==> config.mk <==
export PLATFORM = sky130hd
export DESIGN_NAME = ufc_flow_ctrl
export DESIGN_NICKNAME = d
export VERILOG_FILES = /design/src/ufc_pkg.sv /design/src/ufc_char_match.sv /design/src/ufc_flow_ctrl.sv /design/src/ufc_sync.sv
export SDC_FILE = /design/constraint.sdc
export NUM_CORES = 1
export LEC_CHECK = 0
export BUFFER_PORTS_ARGS = -buffer_cell sky130_fd_sc_hd__buf_2
export CORE_UTILIZATION = 32
export DETAILED_ROUTE_END_ITERATION = 12
export SLEW_MARGIN = 15
export SYNTH_ARGS = -nofsm -noshare
export SYNTH_HDL_FRONTEND = slang
export SYNTH_SLANG_ARGS = --single-unit
export TNS_END_PERCENT = 1
==> constraint.sdc <==
create_clock -name i_clk -period 2 [get_ports i_clk]
set_input_delay 0.1 -clock i_clk [delete_from_list [all_inputs] [get_ports i_clk]]
set_output_delay 0.1 -clock i_clk [all_outputs]
set_load 0.1 [all_outputs]
==> src/ufc_pkg.sv <==
package ufc_pkg;
  // register bus widths
  localparam int ADDR_W = 16;
  localparam int DATA_W = 8;
  // register byte addresses
  localparam logic [15:0] FLOW_MODE_ADDR = 16'hffa0;
  localparam logic [15:0] XON_CHAR_ADDR = 16'hffa1;
  localparam logic [15:0] XOFF_CHAR_ADDR = 16'hffa2;
  localparam logic [15:0] STATUS_ADDR = 16'hffa3;
  localparam logic [15:0] MODEM_LINE_CONTROL_ADDR = 16'hffa4;
  // flow mode field positions
  localparam int TX_SOFT_FLOW_EN_BIT = 0;
  localparam int TX_RESUME_ON_ANY_BIT = 1;
  localparam int TX_CTS_EN_BIT = 2;
  localparam int TX_DSR_EN_BIT = 3;
  localparam int RX_SOFT_FLOW_EN_BIT = 4;
  localparam int RX_RTS_EN_BIT = 5;
  localparam int RX_DTR_EN_BIT = 6;
  localparam int FLOW_MODE_W = 7;
  // status field positions
  localparam int ST_TX_EN_BIT = 0;
  localparam int ST_SOFT_HOLD_BIT = 1;
  localparam int ST_CTS_HOLD_BIT = 2;
  localparam int ST_DSR_HOLD_BIT = 3;
  localparam int ST_RX_HALT_BIT = 4;
  localparam int ST_CHAR_PEND_BIT = 5;
  // reset values
  localparam logic [6:0] FLOW_MODE_RST = 7'h00;
  localparam logic [7:0] MODEM_LINE_CONTROL_RST = 8'h00;
  localparam logic [7:0] XON_CHAR_RST = 8'h11;
  localparam logic [7:0] XOFF_CHAR_RST = 8'h13;
  localparam logic [7:0] READ_ZERO = 8'h00;
  // synchroniser depth for pins
  localparam int SYNC_STAGES = 2;
  // receive handshake state
  typedef enum logic [1:0] {
    UFC_RX_RUN = 2'b01,
    UFC_RX_HALT = 2'b10
  } ufc_rx_state_t;
endpackage : ufc_pkg

==> src/ufc_char_match.sv <==
`timescale 1ns/1ps
module ufc_char_match (
  input wire logic i_valid,
  input wire logic [ufc_pkg::DATA_W-1:0] i_char,
  input wire logic [ufc_pkg::DATA_W-1:0] i_xon_char,
  input wire logic [ufc_pkg::DATA_W-1:0] i_xoff_char,
  output logic o_is_xon,
  output logic o_is_xoff,
  output logic o_is_any
);
  import ufc_pkg::*;
  // classify one received character against the flow characters
  assign o_is_xon = i_valid && (i_char == i_xon_char);
  assign o_is_xoff = i_valid && (i_char == i_xoff_char);
  assign o_is_any = i_valid;
endmodule : ufc_char_match

==> src/ufc_flow_ctrl.sv <==
`timescale 1ns/1ps
// Overview of operation
// - after any reset the transmitter starts in the Xon, allowed-to-send state
// - after any reset the flow mode is zero, no flow control applied
// - soft flow bit 0 alone: stop on Xoff, resume only on Xon
// - resume-on-any bit 1: stop on Xoff, resume on any received character other than Xoff
// - writing bits 0 and 1 together is illegal and clears both bits
// - bit 2 enables CTS, bit 3 DSR transmit handshake, combinable
// - bits 4, 5, 6 select Xon/Xoff, RTS, DTR receive control, all legal
// - RTS plus Xon/Xoff: RTS with Xoff on full, release with Xon on empty
// - combined modes stop on CTS or Xoff, resume needs both released
// - RTS and DTR enabled change together: driven full, released empty
// - RTS goes high at halt threshold, low again at resume threshold
module ufc_flow_ctrl (
  input wire logic i_clk,
  input wire logic i_sys_rst,
  // register port
  input wire logic [ufc_pkg::ADDR_W-1:0] i_addr,
  input wire logic [ufc_pkg::DATA_W-1:0] i_wr_data,
  input wire logic i_wr,
  input wire logic i_rd,
  output logic [ufc_pkg::DATA_W-1:0] o_rd_data,
  // modem pins
  input wire logic i_cts_n,
  input wire logic i_dsr_n,
  output logic o_rts_n,
  output logic o_dtr_n,
  // received character stream
  input wire logic i_rx_char_valid,
  input wire logic [ufc_pkg::DATA_W-1:0] i_rx_char,
  // receiver fifo fill state
  input wire logic i_rx_halt_level,
  input wire logic i_rx_resume_level,
  // transmitter gate and flow character request
  output logic o_tx_enable,
  output logic o_ctl_char_valid,
  output logic [ufc_pkg::DATA_W-1:0] o_ctl_char,
  input wire logic i_ctl_char_ready
);
  import ufc_pkg::*;

  logic [FLOW_MODE_W-1:0] flow_mode_q;
  logic [DATA_W-1:0] modem_line_control_q;
  logic [DATA_W-1:0] xon_char_q;
  logic [DATA_W-1:0] xoff_char_q;
  logic [DATA_W-1:0] rd_data_q;
  logic [DATA_W-1:0] status;
  logic [FLOW_MODE_W-1:0] wr_mode;
  logic cts_n_s;
  logic dsr_n_s;
  logic is_xon;
  logic is_xoff;
  logic is_any;
  logic tx_soft_en;
  logic tx_any_en;
  logic cts_en;
  logic dsr_en;
  logic rx_soft_en;
  logic rts_en;
  logic dtr_en;
  logic rx_any_en;
  logic soft_hold_q;
  logic cts_hold;
  logic dsr_hold;
  logic tx_enable_q;
  logic rts_n_q;
  logic dtr_n_q;
  logic pend_q;
  logic [DATA_W-1:0] pend_char_q;
  logic go_halt;
  logic go_run;
  ufc_rx_state_t rx_state_q;
  ufc_rx_state_t rx_state_d;

  // pin synchronisers
  ufc_sync u_cts_sync (
    .i_clk(i_clk),
    .i_sys_rst(i_sys_rst),
    .i_async(i_cts_n),
    .o_sync(cts_n_s)
  );
  ufc_sync u_dsr_sync (
    .i_clk(i_clk),
    .i_sys_rst(i_sys_rst),
    .i_async(i_dsr_n),
    .o_sync(dsr_n_s)
  );

  // flow character detection
  ufc_char_match u_match (
    .i_valid(i_rx_char_valid),
    .i_char(i_rx_char),
    .i_xon_char(xon_char_q),
    .i_xoff_char(xoff_char_q),
    .o_is_xon(is_xon),
    .o_is_xoff(is_xoff),
    .o_is_any(is_any)
  );

  // mode field decode
  assign tx_soft_en = flow_mode_q[TX_SOFT_FLOW_EN_BIT];
  assign tx_any_en = flow_mode_q[TX_RESUME_ON_ANY_BIT];
  assign cts_en = flow_mode_q[TX_CTS_EN_BIT];
  assign dsr_en = flow_mode_q[TX_DSR_EN_BIT];
  assign rx_soft_en = flow_mode_q[RX_SOFT_FLOW_EN_BIT];
  assign rts_en = flow_mode_q[RX_RTS_EN_BIT];
  assign dtr_en = flow_mode_q[RX_DTR_EN_BIT];
  assign rx_any_en = rx_soft_en || rts_en || dtr_en;

  // written mode with the illegal software pair cleared
  always_comb
  begin
    wr_mode = i_wr_data[FLOW_MODE_W-1:0];
    if (wr_mode[TX_SOFT_FLOW_EN_BIT] && wr_mode[TX_RESUME_ON_ANY_BIT])
    begin
      wr_mode[TX_SOFT_FLOW_EN_BIT] = 1'b0;
      wr_mode[TX_RESUME_ON_ANY_BIT] = 1'b0;
    end
  end

  // flow mode register
  always_ff @(posedge i_clk)
  begin
    if (i_sys_rst)
    begin
      flow_mode_q <= FLOW_MODE_RST;
    end
    else if (i_wr && i_addr == FLOW_MODE_ADDR)
    begin
      flow_mode_q <= wr_mode;
    end
  end

  // plain storage registers
  always_ff @(posedge i_clk)
  begin
    if (i_sys_rst)
    begin
      modem_line_control_q <= MODEM_LINE_CONTROL_RST;
      xon_char_q <= XON_CHAR_RST;
      xoff_char_q <= XOFF_CHAR_RST;
    end
    else if (i_wr)
    begin
      if (i_addr == MODEM_LINE_CONTROL_ADDR)
      begin
        modem_line_control_q <= i_wr_data;
      end
      if (i_addr == XON_CHAR_ADDR)
      begin
        xon_char_q <= i_wr_data;
      end
      if (i_addr == XOFF_CHAR_ADDR)
      begin
        xoff_char_q <= i_wr_data;
      end
    end
  end

  // status word
  always_comb
  begin
    status = READ_ZERO;
    status[ST_TX_EN_BIT] = tx_enable_q;
    status[ST_SOFT_HOLD_BIT] = soft_hold_q;
    status[ST_CTS_HOLD_BIT] = cts_hold;
    status[ST_DSR_HOLD_BIT] = dsr_hold;
    status[ST_RX_HALT_BIT] = (rx_state_q == UFC_RX_HALT);
    status[ST_CHAR_PEND_BIT] = pend_q;
  end

  // read data one cycle after the strobe, zero elsewhere
  always_ff @(posedge i_clk)
  begin
    if (i_sys_rst || !i_rd)
    begin
      rd_data_q <= READ_ZERO;
    end
    else
    begin
      unique case (i_addr)
        FLOW_MODE_ADDR: rd_data_q <= {1'b0, flow_mode_q};
        XON_CHAR_ADDR: rd_data_q <= xon_char_q;
        XOFF_CHAR_ADDR: rd_data_q <= xoff_char_q;
        STATUS_ADDR: rd_data_q <= status;
        MODEM_LINE_CONTROL_ADDR: rd_data_q <= modem_line_control_q;
        default: rd_data_q <= READ_ZERO;
      endcase
    end
  end
  assign o_rd_data = rd_data_q;

  // software hold: set by Xoff, released by Xon or by any character other than Xoff
  always_ff @(posedge i_clk)
  begin
    if (i_sys_rst)
    begin
      soft_hold_q <= 1'b0;
    end
    else if (!(tx_soft_en || tx_any_en))
    begin
      soft_hold_q <= 1'b0;
    end
    else if (is_xoff)
    begin
      soft_hold_q <= 1'b1;
    end
    else if ((tx_soft_en && is_xon) || (tx_any_en && is_any))
    begin
      soft_hold_q <= 1'b0;
    end
  end

  // hardware holds from the modem inputs, pin high means stop
  assign cts_hold = cts_en && cts_n_s;
  assign dsr_hold = dsr_en && dsr_n_s;

  // transmitter gate: any hold stops, all must clear to resume
  always_ff @(posedge i_clk)
  begin
    if (i_sys_rst)
    begin
      tx_enable_q <= 1'b1;
    end
    else
    begin
      tx_enable_q <= !(soft_hold_q || cts_hold || dsr_hold);
    end
  end
  assign o_tx_enable = tx_enable_q;

  // receive halt decisions
  assign go_halt = rx_any_en && i_rx_halt_level;
  assign go_run = i_rx_resume_level || !rx_any_en;

  // receive handshake state machine
  always_comb
  begin
    rx_state_d = rx_state_q;
    unique case (rx_state_q)
      UFC_RX_RUN:
      begin
        if (go_halt)
        begin
          rx_state_d = UFC_RX_HALT;
        end
      end
      UFC_RX_HALT:
      begin
        if (go_run)
        begin
          rx_state_d = UFC_RX_RUN;
        end
      end
      default: rx_state_d = UFC_RX_RUN;
    endcase
  end

  always_ff @(posedge i_clk)
  begin
    if (i_sys_rst)
    begin
      rx_state_q <= UFC_RX_RUN;
    end
    else
    begin
      rx_state_q <= rx_state_d;
    end
  end

  // handshake pins follow the halt state together
  always_ff @(posedge i_clk)
  begin
    if (i_sys_rst)
    begin
      rts_n_q <= 1'b0;
      dtr_n_q <= 1'b0;
    end
    else
    begin
      rts_n_q <= rts_en && (rx_state_d == UFC_RX_HALT);
      dtr_n_q <= dtr_en && (rx_state_d == UFC_RX_HALT);
    end
  end
  assign o_rts_n = rts_n_q;
  assign o_dtr_n = dtr_n_q;

  // flow character request, a newer event replaces a waiting one
  always_ff @(posedge i_clk)
  begin
    if (i_sys_rst)
    begin
      pend_q <= 1'b0;
      pend_char_q <= XON_CHAR_RST;
    end
    else if (rx_soft_en && rx_state_q == UFC_RX_RUN && go_halt)
    begin
      pend_q <= 1'b1;
      pend_char_q <= xoff_char_q;
    end
    else if (rx_soft_en && rx_state_q == UFC_RX_HALT && go_run)
    begin
      pend_q <= 1'b1;
      pend_char_q <= xon_char_q;
    end
    else if (pend_q && i_ctl_char_ready)
    begin
      pend_q <= 1'b0;
    end
  end
  assign o_ctl_char_valid = pend_q;
  assign o_ctl_char = pend_char_q;
endmodule : ufc_flow_ctrl

==> src/ufc_sync.sv <==
`timescale 1ns/1ps
module ufc_sync (
  input wire logic i_clk,
  input wire logic i_sys_rst,
  input wire logic i_async,
  output logic o_sync
);
  import ufc_pkg::*;
  logic [SYNC_STAGES-1:0] stage_q;
  // two-flop synchroniser, pins idle high so reset to one
  always_ff @(posedge i_clk)
  begin
    if (i_sys_rst)
    begin
      stage_q <= '1;
    end
    else
    begin
      stage_q <= {stage_q[SYNC_STAGES-2:0], i_async};
    end
  end
  assign o_sync = stage_q[SYNC_STAGES-1];
endmodule : ufc_sync
Word level (Yosys, flattened, before mapping)

Cells that the tools add are included.

Flip-flop bits (word level): 58
Input bits: 42
Output and inout port bits: 20
Logic and storage cells: 71

Eq/ne operators: 10
Mux-type cells: 12
Bitwise logic cells: 1
Reductions and logical operators: 34

Operators with widths:

| kind                 | number |
|---|---|
| $eq 16x16->1 const B | 5 |
| $pmux 8 s5           | 1 |
| $eq 8x8->1           | 2 |
| $logic_and 1x1->1    | 16 |
| $mux 8               | 2 |
| $logic_or 1x1->1     | 8 |
| $mux 2               | 3 |
| $reduce_and 2->1     | 3 |
| $mux 1               | 5 |
| $eq 2x2->1 const B   | 2 |
| $pmux 2 s2           | 1 |
| $reduce_bool 2->1    | 2 |
| $logic_not 1->1      | 3 |
| $reduce_bool 3->1    | 1 |
| $eq 2x1->1 const B   | 1 |
| $reduce_or 2->1      | 1 |
| $not 1->1            | 1 |

Longest topological paths before layout

Depth in word-level cells: 8
Gate-level depth with buffers: 7
Mapped depth without buffers: 6

Modules after synthesis

A second synthesis with hierarchy kept.

Cells, all modules: 300
Area, all modules: 2762.6 um^2

Modules (own cells, without submodules):

| module         | times used | cells an instance | area each (um^2) | seq. area each (um^2) |
|---|---|---|---|---|
| ufc_flow_ctrl  | 1          | 267               | 2459.9           | 1081.0 |
| ufc_char_match | 1          | 25                | 197.7            | 0.0 |
| ufc_sync       | 2          | 4                 | 52.6             | 40.0 |

Worst setup path after synthesis

OpenSTA, ideal clock, no wires.

Kind: flip-flop to flip-flop
From: reg rx_state_q[0]
To: reg pend_char_q[0] (netlist: o_ctl_char[0])
Arrival time: 1.629 ns
Required time: 1.877 ns
Slack: 0.247 ns
Stages on the path, launching flop included: 8
Buffers on the path: 1
Clock period less this slack: 1.753 ns
Path through: dfxtp_1 inv_1 ha_1 nand3_1 clkbuf_1 mux2i_1 a21oi_1 or2_2

Word-level cells in the longest chain between the ends: 4

RTL lines:

| what                                                      | RTL line                                   | source |
|---|---|---|
| start, declared                                           | ufc_flow_ctrl.sv:72                        | `ufc_rx_state_t rx_state_q;` |
| start signal, assigned                                    | ufc_flow_ctrl.sv:267                       | `rx_state_q <= rx_state_d;` |
| $eq 2x1->1 or $eq 2x2->1 (tied branches)                  | ufc_flow_ctrl.sv:296, ufc_flow_ctrl.sv:301 |  |
| $logic_and 1x1->1, on equally long branches (2 in series) | ufc_flow_ctrl.sv:296, ufc_flow_ctrl.sv:301 |  |
| $mux 8 or $reduce_bool 2->1 (tied branches)               | -                                          |  |
| end signal, assigned                                      | ufc_flow_ctrl.sv:299                       | `pend_char_q <= xoff_char_q;` |
| end signal, assigned                                      | ufc_flow_ctrl.sv:304                       | `pend_char_q <= xon_char_q;` |
| end, declared                                             | ufc_flow_ctrl.sv:69                        | `logic [DATA_W-1:0] pend_char_q;` |

Several ways; a longest one is shown, not always the timed one.
A chain may end at the register's enable or synchronous reset.

Worst setup path in the final report

From: reg rx_state_q[0]
To: reg pend_char_q[4] (netlist: o_ctl_char[4])

Same word-level chain as after synthesis.

==> results_dict.tcl <==
set metrics [dict create \
    synth_top_area_share_pct 40.8 \
    vias 2691 \
    top_layer "met4" \
    cts_root_buffer "clkbuf_8" \
    coreArea_um2 8680 \
    htree_levels 3 \
    remaining_drc_errors 0 \
    dieArea_um2 9270 \
    multi_input_area_um2 1590 \
    path_max_fanout 4 \
    synth.area.top_cells "dfxtp_1 (41%), mux2i_1 (6.7%), a21oi_1 (5.6%), nand3_1 (4.4%), o21ai_0 (4.0%)" \
    met3WireLength_um 477 \
    p_leak_nw 1.42 \
    setup_ws_ps 494 \
    min_period_ps 1510 \
    p_switching_uw 580 \
    path_clk_slew_ps 70 \
    cts_num_sinks 58 \
    max_freq_mhz 664 \
    syn_nets 366 \
    dr.first_iter.drc_count 160 \
    dp_hpwl_mm 5.78 \
    placed_area_um2 3290 \
    syn_avg_cell_area_um2 8.83 \
    ir_drop_uv 321 \
    cts_tree "built" \
    yosysSeqAreaShare_pct 40.8 \
    antenna_found_initial 0 \
    grt_pass1_vias 2659 \
    postCtsSetupRepairBufs 0 \
    critical_path_class "reg -> reg" \
    wl_mm 8.20 \
    io_pins 62 \
    worst_pin_slew_ps 661 \
    grt_pass1_wl_mm 13.3 \
    synth_seq_cells 58 \
    setup_violations 0 \
    syn_inst 322 \
    route.met2.wl_mm 3.96 \
    p_clk_share_pct 45.2 \
    rrSetupSlack_ps 490 \
    clock_latency_ps 350 \
    min_path_type "in -> reg" \
    pre_cts_ws_ps 246 \
    power_frac_comb_pct 7.4 \
    cp-end-kind "register" \
    synth_edf_count 0 \
    final_nets 429 \
    portBuffers 61 \
    p_int_mw 1.88 \
    grt.total_usage_pct 19.4 \
    die_height_um 96.3 \
    rsz0062_at_grt "no" \
    finalHoldViolations 0 \
    switching_share_pct 23.6 \
    die_w_um 96.3 \
    arrival_ps 1740 \
    syn2layout_area_growth_pct 23.5 \
    fillers 887 \
    power_frac_seq_pct 47.4 \
    fp-row-count 34 \
    stdcell_area_um2 3510 \
    status "complete, no violations" \
    syn_area_um2 2840 \
    viasPerCell 5.40 \
    wire_per_inst_um 16.5 \
    start_kind "register" \
    tns_ps 0 \
    cts_buffers 9 \
    synth.distinct_cells 45 \
    layout-drive-gt1-share_pct 26.9 \
    relSlewSlack_pct 55.6 \
    postRouteAntennaNets 0 \
    async_flop_share_pct 0 \
    cp.required_ps 2240 \
    p_per_area_nw_per_um2 699 \
    maxCapViolCount 0 \
    cts_buffer_depth 2 \
    place.gp.congestion 0.803 \
    holdWs_ps 16.6 \
    n_antenna_cell 0 \
    wl_met1_mm 3.62 \
    ys.flop_type "dfxtp_1" \
    dr.pass1.iters 5 \
    initial_core_util_pct 32.8 \
    synth_top_area_cell "dfxtp_1" \
    grt_overflow_total 0 \
    register_area_um2 1160 \
    fin_skew_ps 7.41 \
    slew_violations 0 \
    final_util_pct 40.5 \
    grt_max_degree 36 \
    fin_crit_sh_pct 75.3 \
    yosysWarningCount 0 \
]
[worst paths after layout]
| check | from | end | cells after the start |
|---|---|---|---|
| setup / recovery | rx_state_q[0] | o_ctl_char[4] | 6 |
| hold / removal | i_ctl_char_ready | o_ctl_char_valid | 3 |
| setup reg to reg | rx_state_q[0] | o_ctl_char[4] | 6 |
| hold reg to reg | u_cts_sync.stage_q[0] | u_cts_sync.stage_q[1] | 1 |
[cell usage after synthesis, drive strengths merged (4+ instances only)]
cell,count
xnor2,8
nand2,6
nand3b,4
nor4,5
xor2,8
nor2b,4
nand3,25
a21oi,32
nand4,15
dfxtp,58
mux2,6
inv,5
or2,8
nand2b,12
a211oi,7
mux2i,19
a31oi,4
nor2,20
clkbuf,19
o21ai,23
[cells by family (layout without fill, tap and decap cells)]
group,count (synthesis),in the layout,synth area share (%)
and+or+nand+nor,117,117,24.2
AOI/OAI and AO/OA,78,78,16.0
DFF,58,58,40.8
muxes,26,26,9.85
buffers and inverters,25,93,3.30
xor gates and xnor gates,16,16,4.93
adders and majority gates,2,2,0.880
[routing by layer]
layer	vias up	GRT usage, %
met3	12	6.08
li1	1303	-
met5	-	0
met2	92	31.7
met1	1284	23.5
met4	0	7.46
[through the flow]
stage / cells / total power [mW]
after floorplan: 322 / 1.28
after global placement: 480 / 1.36
after detailed placement: 480 / 1.37
after CTS: 498 / 2.47
after global routing: 498 / 2.56
final: 498 / 2.46
[registers in the layout, indices dropped and copies added (netlist names)]
signal / cells
u_dsr_sync.stage_q: 2
xon_char_q: 8
soft_hold_q: 1
modem_line_control_q: 8
o_ctl_char_valid: 1
u_cts_sync.stage_q: 2
xoff_char_q: 8
o_rts_n: 1
o_rd_data: 8
o_tx_enable: 1
o_ctl_char: 8
rx_state_q: 2
o_dtr_n: 1
flow_mode_q: 7
[final cells by class]
| cell class | count | share of cell area, % |
|---|---|---|
| Clock inverter | 5 | 1.50 |
| Timing Repair Buffer | 72 | 11.5 |
| Multi-Input combinational cell | 239 | 45.2 |
| Clock buffer | 11 | 4.31 |
| Sequential cell | 58 | 33.0 |
| Inverter | 5 | 0.534 |
| Tap cell | 108 | 3.85 |
[cells in the final DEF (no fill, tap or decap), types with 11 or more instances in the layout]
cell type  Yosys  final
nand3_1       25     25
o21ai_0       23     23
a21oi_1       32     32
clkbuf_8       0     11
buf_2          0     61
nor2_1        20     20
nand2b_1      12     12
dfxtp_1       58     58
mux2i_1       19     19
nand4_1       15     15
[critical path: stages (launching register included)]
cell,delay (ps)
dfxtp_1,360
inv_1,70
ha_1,240
nand3_1,180
mux2i_1,200
a21oi_1,70
or2_2,260
[power by group through the flow]
stage                     Combinational (mW)  Clock [mW]  Sequential (mW)
after CTS                              0.182        1.13             1.16
after global placement                 0.175           0             1.19
final                                  0.182        1.11             1.16
after global routing                   0.200        1.19             1.16
after floorplan                       0.0906           0             1.19
after detailed placement               0.178           0             1.19
[timing repair]
action | 4_1_cts | 5_1_grt
hold buffers | 2 | 0
gates resized for setup | 0 | 0
endpoints found under the hold margin | 2 | 0
(Power assumes the default switching activity.)
